<file path="config.mk">
export PLATFORM = sky130hd
export DESIGN_NAME = obc_loader
export DESIGN_NICKNAME = d
export VERILOG_FILES = /design/src/hw/obc_pkg.sv /design/src/hw/obc_opt_if.sv /design/src/hw/obc_loader.sv /design/src/hw/obc_decode.sv
export SDC_FILE = /design/constraint.sdc
export NUM_CORES = 1
export LEC_CHECK = 0
export BUFFER_PORTS_ARGS = -buffer_cell sky130_fd_sc_hd__buf_2
export CORE_MARGIN = 5
export CORE_UTILIZATION = 59
export CTS_CLUSTER_SIZE = 14
export DETAILED_ROUTE_END_ITERATION = 12
export PLACE_DENSITY = 0.91
export SLEW_MARGIN = 20
export SYNTH_ARGS = -nofsm -noshare
export SYNTH_HDL_FRONTEND = slang
export SYNTH_HIERARCHICAL = 1
export SYNTH_SLANG_ARGS = --single-unit
</file>
<file path="constraint.sdc">
create_clock -name clk -period 5.23 [get_ports clk]
set_input_delay 1.046 -clock clk [delete_from_list [all_inputs] [get_ports clk]]
set_output_delay 1.046 -clock clk [all_outputs]
set_load 0.03 [all_outputs]
</file>
<file path="src/hw/obc_pkg.sv">
/*
 * obc_pkg: shared constants for the configuration byte loader/decoder.
 * Assumes: option bytes live in an external non-volatile cell array.
 */
package obc_pkg;
   // byte widths and erased content
   localparam int          BYTE_W      = 8;
   localparam logic [7:0]  BYTE_ERASED = 8'hFF;
   // byte zero field positions
   localparam int          B0_HALT_RST = 7;
   localparam int          B0_WDG_TYPE = 6;
   localparam int          B0_CLK_SRC  = 5;
   localparam int          B0_VD_HI    = 4;
   localparam int          B0_VD_LO    = 3;
   localparam int          B0_RST_CYC  = 2;
   localparam int          B0_HALVER   = 1;
   localparam int          B0_PROTECT  = 0;
   // byte one field positions
   localparam int          B1_PKG_HI   = 7;
   localparam int          B1_PKG_LO   = 5;
   localparam int          B1_MCO_HI   = 1;
   localparam int          B1_MCO_LO   = 0;
   // field encodings
   localparam logic [1:0]  VD_BOTH_ON  = 2'h0;
   localparam logic [1:0]  VD_LOW_ONLY = 2'h1;
   localparam logic [2:0]  PKG_PIN32   = 3'h0;
   localparam logic [2:0]  PKG_PIN44   = 3'h1;
   localparam logic [1:0]  MCO_DRV_LOW = 2'h1;
   localparam logic [1:0]  MCO_DRV_HI  = 2'h2;
   // reset phase lengths in cpu cycles
   localparam int          RPH_LONG    = 4096;
   localparam int          RPH_SHORT   = 256;
   localparam int          CNT_W       = 13;
   // programmer commands
   typedef enum logic [1:0] {
      OBC_CMD_READ  = 2'h0,
      OBC_CMD_WRITE = 2'h1,
      OBC_CMD_ERASE = 2'h2
   } obc_cmd_e;
endpackage : obc_pkg

</file>
<file path="src/hw/obc_opt_if.sv">
/*
 * obc_opt_if: latched option bytes and their decoded settings.
 * Assumes: loader drives bytes, decoder answers combinationally.
 */
`timescale 1ns/10ps
interface obc_opt_if;
   logic [7:0] byte0;
   logic [7:0] byte1;
   logic       halt_rst_en;
   logic       wdg_hw_en;
   logic       clk_pll;
   logic       lvd_en;
   logic       avd_en;
   logic       long_delay;
   logic       halver_en;
   logic       protect_en;
   logic [2:0] package_select;
   logic       pkg_reserved;
   logic       mco_oe;
   logic       mco_level;
   modport loader (output byte0, byte1,
                   input  halt_rst_en, wdg_hw_en, clk_pll, lvd_en, avd_en,
                          long_delay, halver_en, protect_en, package_select,
                          pkg_reserved, mco_oe, mco_level);
   modport decoder (input  byte0, byte1,
                    output halt_rst_en, wdg_hw_en, clk_pll, lvd_en, avd_en,
                           long_delay, halver_en, protect_en, package_select,
                           pkg_reserved, mco_oe, mco_level);
endinterface : obc_opt_if

</file>
<file path="src/hw/obc_loader.sv">
/*
 * obc_loader: loads the option bytes after reset, times the reset phase,
 * holds decoded settings, and gates programmer access to the bytes.
 * Assumes: cell array read data follows cell_sel within the same cycle;
 * programmer command port runs on clk; prog_mode and test_mode are pins.
 */
// How it works
// RULE_01: bytes have no address; programmer reaches them only in prog mode.
// RULE_02: erased bytes read FFh so every option defaults to one.
// RULE_03: halt_watchdog_reset_opt one: halt with watchdog active resets.
// RULE_04: watchdog_type_opt zero forces the watchdog on in hardware.
// RULE_05: clock_source_select zero picks pll, one picks oscillator.
// RULE_06: voltage_detect_select 00 both detectors, 01 low only, else none.
// RULE_07: reset_cycle_select zero gives 4096 cycles, one gives 256.
// RULE_08: pll source forces 4096 cycle reset phase.
// RULE_09: programmer should pick 4096 cycles for resonators.
// RULE_10: input_halver zero halves the oscillator input, one bypasses.
// RULE_11: readout_protect zero enables protection, one disables.
// RULE_12: protection blocks program memory access in test and prog modes.
// RULE_13: erasing bytes while protected first wipes all user program memory.
// RULE_14: package_select 000 is 32 pin, 001 is 44 pin, rest reserved.
// RULE_15: motor_output_reset_state 00/11 float, 01 low, 10 high in reset.
// RULE_16: bytes sampled in reset, settings frozen until next reset.
`timescale 1ns/10ps
module obc_loader (
   input  wire logic              clk,
   input  wire logic              rst,
   input  wire logic              prog_mode_pin,
   input  wire logic              test_mode_pin,
   input  wire logic              prog_req,
   input  wire obc_pkg::obc_cmd_e prog_cmd,
   input  wire logic              prog_sel,
   input  wire logic [7:0]        prog_wdata,
   output logic                   prog_ack,
   output logic                   prog_err,
   output logic [7:0]             prog_rdata,
   output logic                   cell_sel,
   output logic                   cell_we,
   output logic [7:0]             cell_wdata,
   input  wire logic [7:0]        cell_rdata,
   output logic                   mem_wipe_req,
   input  wire logic              mem_wipe_done,
   output logic                   mem_access_block,
   output logic                   reset_phase,
   output logic                   halt_watchdog_reset_opt,
   output logic                   watchdog_type_opt,
   output logic                   clock_source_select,
   output logic                   low_voltage_detector,
   output logic                   aux_voltage_detector,
   output logic                   reset_cycle_select,
   output logic                   input_halver,
   output logic                   readout_protect,
   output logic [2:0]             package_select,
   output logic                   package_reserved,
   output logic                   motor_output_oe,
   output logic                   motor_output_level,
   input  wire logic              halt_entry,
   input  wire logic              watchdog_active,
   output logic                   halt_reset_req
);
   import obc_pkg::*;

   typedef enum logic [8:0] {
      ST_LD0  = 9'h001,
      ST_LD1  = 9'h002,
      ST_RPH  = 9'h004,
      ST_IDLE = 9'h008,
      ST_RD   = 9'h010,
      ST_ECHK = 9'h020,
      ST_WIPE = 9'h040,
      ST_ER0  = 9'h080,
      ST_ER1  = 9'h100
   } obc_state_e;

   typedef struct packed {
      obc_state_e       st;
      logic [7:0]       b0;
      logic [7:0]       b1;
      logic [CNT_W-1:0] cnt;
      logic             pm_s1;
      logic             pm_s2;
      logic             tm_s1;
      logic             tm_s2;
      logic             sel;
      logic             we;
      logic [7:0]       wdata;
      logic             ack;
      logic             err;
      logic [7:0]       rdata;
      logic             wipe;
      logic             block;
      logic             rph;
      logic             halt_rst;
      logic [17:0]      cfg;
   } obc_state_s;

   obc_state_s state_reg;
   obc_state_s state_next;
   obc_opt_if  opt ();

   // phase length minus one, chosen by decoded setting
   function automatic logic [CNT_W-1:0] rph_load(input logic long_sel);
      rph_load = long_sel ? CNT_W'(RPH_LONG - 1) : CNT_W'(RPH_SHORT - 1);
   endfunction : rph_load

   assign opt.byte0 = state_reg.b0;
   assign opt.byte1 = state_reg.b1;

   obc_decode u_decode (
      .opt (opt)
   );

   // next state of the whole block
   always_comb begin
      state_next       = state_reg;
      state_next.pm_s1 = prog_mode_pin;
      state_next.pm_s2 = state_reg.pm_s1;
      state_next.tm_s1 = test_mode_pin;
      state_next.tm_s2 = state_reg.tm_s1;
      state_next.ack   = 1'b0;
      state_next.err   = 1'b0;
      state_next.we    = 1'b0;
      // decoded settings follow the frozen bytes
      state_next.cfg   = {opt.halt_rst_en, opt.wdg_hw_en, opt.clk_pll,
                          opt.lvd_en, opt.avd_en, opt.long_delay,
                          opt.halver_en, opt.protect_en, opt.package_select,
                          opt.pkg_reserved, opt.mco_oe, opt.mco_level,
                          4'h0};
      state_next.block = opt.protect_en &
                         (state_reg.tm_s2 | state_reg.pm_s2); // [RULE_12]
      state_next.halt_rst = halt_entry & watchdog_active &
                            opt.halt_rst_en;                  // [RULE_03]
      unique case (state_reg.st)
         // sample both bytes right after reset release
         ST_LD0: begin
            state_next.b0  = cell_rdata;                      // [RULE_16]
            state_next.sel = 1'b1;
            state_next.st  = ST_LD1;
         end
         ST_LD1: begin
            state_next.b1  = cell_rdata;                      // [RULE_16]
            state_next.st  = ST_RPH;
            state_next.cnt = rph_load(~state_reg.b0[B0_RST_CYC] |
                                      ~state_reg.b0[B0_CLK_SRC]); // [RULE_07] [RULE_08]
         end
         // count out the reset phase
         ST_RPH: begin
            if (state_reg.cnt == '0) begin
               state_next.rph = 1'b0;
               state_next.st  = ST_IDLE;
            end else begin
               state_next.cnt = state_reg.cnt - CNT_W'(1);
            end
         end
         // programmer access only in programming mode
         ST_IDLE: begin
            if (prog_req && !state_reg.pm_s2) begin
               state_next.err = 1'b1;                         // [RULE_01]
            end else if (prog_req) begin
               state_next.sel = prog_sel;
               unique case (prog_cmd)
                  OBC_CMD_READ: state_next.st = ST_RD;
                  OBC_CMD_WRITE: begin
                     state_next.we    = 1'b1;
                     state_next.wdata = prog_wdata;
                     state_next.ack   = 1'b1;
                  end
                  OBC_CMD_ERASE: begin
                     state_next.sel = 1'b0;
                     state_next.st  = ST_ECHK;
                  end
                  default: state_next.err = 1'b1;
               endcase
            end
         end
         ST_RD: begin
            state_next.rdata = cell_rdata;
            state_next.ack   = 1'b1;
            state_next.st    = ST_IDLE;
         end
         // live protection bit decides the wipe
         ST_ECHK: begin
            if (!cell_rdata[B0_PROTECT]) begin
               state_next.wipe = 1'b1;                        // [RULE_13]
               state_next.st   = ST_WIPE;
            end else begin
               state_next.st   = ST_ER0;
            end
         end
         ST_WIPE: begin
            if (mem_wipe_done) begin
               state_next.wipe = 1'b0;
               state_next.st   = ST_ER0;                      // [RULE_13]
            end
         end
         // erased bytes read back as all ones
         ST_ER0: begin
            state_next.we    = 1'b1;
            state_next.sel   = 1'b0;
            state_next.wdata = BYTE_ERASED;                   // [RULE_02]
            state_next.st    = ST_ER1;
         end
         ST_ER1: begin
            state_next.we    = 1'b1;
            state_next.sel   = 1'b1;
            state_next.wdata = BYTE_ERASED;                   // [RULE_02]
            state_next.ack   = 1'b1;
            state_next.st    = ST_IDLE;
         end
         default: state_next.st = ST_IDLE;
      endcase
      // motor pins driven per option only in reset phase
      state_next.cfg[5] = opt.mco_oe & state_next.rph;       // [RULE_15]
      state_next.cfg[4] = opt.mco_level & state_next.rph;    // [RULE_15]
   end

   // single state register, defaults match erased bytes
   always_ff @(posedge clk) begin
      if (rst) begin
         state_reg       <= '0;
         state_reg.st    <= ST_LD0;
         state_reg.b0    <= BYTE_ERASED;                      // [RULE_02]
         state_reg.b1    <= BYTE_ERASED;                      // [RULE_02]
         state_reg.wdata <= BYTE_ERASED;
         state_reg.rph   <= 1'b1;
         state_reg.cfg   <= {1'b1, 1'b0, 1'b0, 1'b0, 1'b0, 1'b0,
                             1'b0, 1'b0, 3'h7, 1'b1, 1'b0, 1'b0, 4'h0};
      end else begin
         state_reg <= state_next;
      end
   end

   // outputs straight from flops
   assign prog_ack                = state_reg.ack;
   assign prog_err                = state_reg.err;
   assign prog_rdata              = state_reg.rdata;
   assign cell_sel                = state_reg.sel;
   assign cell_we                 = state_reg.we;
   assign cell_wdata              = state_reg.wdata;
   assign mem_wipe_req            = state_reg.wipe;
   assign mem_access_block        = state_reg.block;
   assign reset_phase             = state_reg.rph;
   assign halt_reset_req          = state_reg.halt_rst;
   assign halt_watchdog_reset_opt = state_reg.cfg[17];
   assign watchdog_type_opt       = state_reg.cfg[16]; // high: hw forced
   assign clock_source_select     = state_reg.cfg[15]; // high: pll
   assign low_voltage_detector    = state_reg.cfg[14];
   assign aux_voltage_detector    = state_reg.cfg[13];
   assign reset_cycle_select      = state_reg.cfg[12]; // high: 4096
   assign input_halver            = state_reg.cfg[11]; // high: halving
   assign readout_protect         = state_reg.cfg[10]; // high: protected
   assign package_select          = state_reg.cfg[9:7];
   assign package_reserved        = state_reg.cfg[6];
   // motor pins, gated by reset phase before the flop
   assign motor_output_oe         = state_reg.cfg[5]; // [RULE_15]
   assign motor_output_level      = state_reg.cfg[4]; // [RULE_15]
endmodule : obc_loader

</file>
<file path="src/hw/obc_decode.sv">
/*
 * obc_decode: pure decode of the two option bytes into settings.
 * Assumes: bytes are held stable by the loader between resets.
 */
`timescale 1ns/10ps
module obc_decode (
   obc_opt_if.decoder opt
);
   import obc_pkg::*;

   logic [1:0] vd;
   logic [1:0] motor_output_reset_state;

   // field decode of byte zero
   always_comb begin
      vd              = opt.byte0[B0_VD_HI:B0_VD_LO];
      opt.halt_rst_en = opt.byte0[B0_HALT_RST];        // [RULE_03]
      opt.wdg_hw_en   = ~opt.byte0[B0_WDG_TYPE];       // [RULE_04]
      opt.clk_pll     = ~opt.byte0[B0_CLK_SRC];        // [RULE_05]
      opt.lvd_en      = (vd == VD_BOTH_ON) || (vd == VD_LOW_ONLY); // [RULE_06]
      opt.avd_en      = (vd == VD_BOTH_ON);            // [RULE_06]
      // pll source forces the long phase
      opt.long_delay  = ~opt.byte0[B0_RST_CYC] | ~opt.byte0[B0_CLK_SRC]; // [RULE_07] [RULE_08]
      opt.halver_en   = ~opt.byte0[B0_HALVER];         // [RULE_10]
      opt.protect_en  = ~opt.byte0[B0_PROTECT];        // [RULE_11]
   end

   // field decode of byte one
   always_comb begin
      motor_output_reset_state                = opt.byte1[B1_MCO_HI:B1_MCO_LO];
      opt.package_select = opt.byte1[B1_PKG_HI:B1_PKG_LO];
      opt.pkg_reserved   = (opt.package_select != PKG_PIN32) &&
                           (opt.package_select != PKG_PIN44); // [RULE_14]
      opt.mco_oe         = (motor_output_reset_state == MCO_DRV_LOW) || (motor_output_reset_state == MCO_DRV_HI); // [RULE_15]
      opt.mco_level      = (motor_output_reset_state == MCO_DRV_HI);       // [RULE_15]
   end
endmodule : obc_decode

</file>
==> flow_metrics.env <==
export IMPL_synth_warning_count=6
export IMPL_hold_viol=0
export IMPL_die_width_um=84.5
export IMPL_synth_area_mm2=0.00328
export IMPL_core_area_mm2=0.00544
export IMPL_overflow=0
export IMPL_drt_antenna_violating_nets=0
export IMPL_drive_gt1_share_pct=23.9
export IMPL_clkPwrFrac_pct=38.1
export IMPL_viasPerCell=5.48
export IMPL_crit_type="flip-flop to flip-flop"
export IMPL_antenna_found_initial=0
export IMPL_maxCapViolCount=0
export IMPL_largest_register_ffs=24
export IMPL_p_seq_share_pct=47.5
export IMPL_cts_setup_buffers=0
export IMPL_clk_pin_slew_ps=80
export IMPL_dpl_cell_area_mm2=0.00341
export IMPL_power_leakage_nw=1.57
export IMPL_cts_root_buf="clkbuf_8"
export IMPL_layout_nets=422
export IMPL_route_detailed_drc=0
export IMPL_max_vdd_ir_drop_uv=264
export IMPL_cts_sinks=77
export IMPL_p_per_area_mw_per_mm2=370
export IMPL_grt_start_max_net_pins=73
export IMPL_r2r_cells=5
export IMPL_run_status="complete, no violations"
export IMPL_rsz0062_at_grt="false"
export IMPL_final_cell_mix="dfxtp_1 (77), buf_2 (64), nand2_1 (39)"
export IMPL_end_kind="flip-flop"
export IMPL_routed_wl_um=6580
export IMPL_hp_class="flip-flop to flip-flop"
export IMPL_hold_depth=1
export IMPL_worstPathArrival_ps=2640
export IMPL_rr_startpoint="state_reg[80]"
export IMPL_p_sw_share_pct=27.5
export IMPL_first_pass_iters=4
export IMPL_syn_area_per_cell_um2=9.11
export IMPL_die_y_um=84.5
export IMPL_skew_ps=12.3
export IMPL_place_congestion=0.880
export IMPL_fmaxAchievable_mhz=410
export IMPL_start_util_pct=60.3
export IMPL_grt_pass1_wl_um=10800
export IMPL_period_needed_ps=2440
export IMPL_stdcell_area_mm2=0.00364
export IMPL_cts_tree="built"
export IMPL_regToRegSetupSlack_ps=2790
export IMPL_ctsHoldBuffers=0
export IMPL_wl_per_cell_um=14.0
export IMPL_synth_nets=390
export IMPL_numPortBuffers=64
export IMPL_diodes=0
export IMPL_internal_power_w=0.000976
export IMPL_first_iter_violations=202
export IMPL_finalCritPeriodShare_pct=46.7
export IMPL_switchingPower_w=0.000369
export IMPL_insertion_delay_ps=360
export IMPL_final_common_cell="dfxtp_1"
export IMPL_synth_cells=360
export IMPL_ctsResizeCount=0
export IMPL_worstSetupStartpointType="flip-flop"
export IMPL_dpl_hpwl_um=4470
export IMPL_worstPathMaxFanout=14
export IMPL_io_pins=65
export IMPL_hold_start="state_next[42]"
export IMPL_ctsLongestPathBuffers=2
export IMPL_setup_viol=0
export IMPL_via_count=2570
export IMPL_crit_required_ps=5430
export IMPL_rows=27
export IMPL_tightest_slew_ps=1050
export IMPL_hold_end="state_reg[42]"
export IMPL_die_area_mm2=0.00715
export IMPL_reg2reg_to="state_reg[54]"
export IMPL_drv_slew=0
export IMPL_share_comb_of_total_power_pct=14.4
export IMPL_slew_headroom_pct=29.9
export IMPL_grt_pass1_vias=2346
export IMPL_area_growth_synth_to_final_pct=11.0
export IMPL_htree_num_levels=3
export IMPL_tns_ps=0
export IMPL_track_usage_pct=18.7
export IMPL_cts_buffers=9
layout make-up:
type / count / area [um^2]
Clock buffer: 10 / 138
Clock inverter: 6 / 93.8
Fill cell: 450 / 1800
Inverter: 10 / 37.5
Multi-Input combinational cell: 230 / 1420
Sequential cell: 77 / 1540
Tap cell: 72 / 90.1
Timing Repair Buffer: 64 / 320
power by group through the flow:
stage,combinational (W),sequential [W],clock [W]
floorplan,0.000143,0.000662,0
global placement,0.000185,0.000650,0
detailed placement,0.000190,0.000651,0
CTS,0.000193,0.000638,0.000521
global route,0.000215,0.000643,0.000549
finish,0.000194,0.000639,0.000512
layer usage:
metal	up-vias	part of all wire, %	track usage, %
li1	1281	-	-
met1	1178	45	23.8
met2	102	44	28.2
met3	9	8.2	5.79
met4	0	2.2	10.2
met5	-	0	0
worst max path at each step:
stage | from | end | slack (ps) | cells past startpoint
final | state_reg[80] | state_reg[54] | 2790 | 5
after global placement | prog_cmd[1] | cell_wdata[4] | 2850 | 6
after floorplan | state_reg[56] | state_reg[48] | 3210 | 7
after CTS | state_reg[80] | state_reg[54] | 2830 | 5
after global routing | state_reg[80] | state_reg[54] | 2520 | 5
after detailed placement | prog_cmd[1] | cell_wdata[7] | 2730 | 6
worst max-delay path: stages, from the launching register on:
cell,delay [ps]
dfxtp_1,390
nor4_1,580
and4b_1,660
nand2_1,240
a211oi_1,320
nor4_1,90
through the flow:
step           utilization [%]  worst slack, ps  std cells  total power (W)  hold WS [ps]
2_1_floorplan                -             3210        360         0.000806           405
3_3_place_gp              62.6             2850        453         0.000836           416
3_5_place_dp              62.6             2730        453         0.000842           424
4_1_cts                   66.9             2830        469          0.00135           444
5_1_grt                   66.9             2520        469          0.00141           464
6_report                  66.9             2790        469          0.00135           441
No activity file was read; power rests on OpenSTA's default activity.
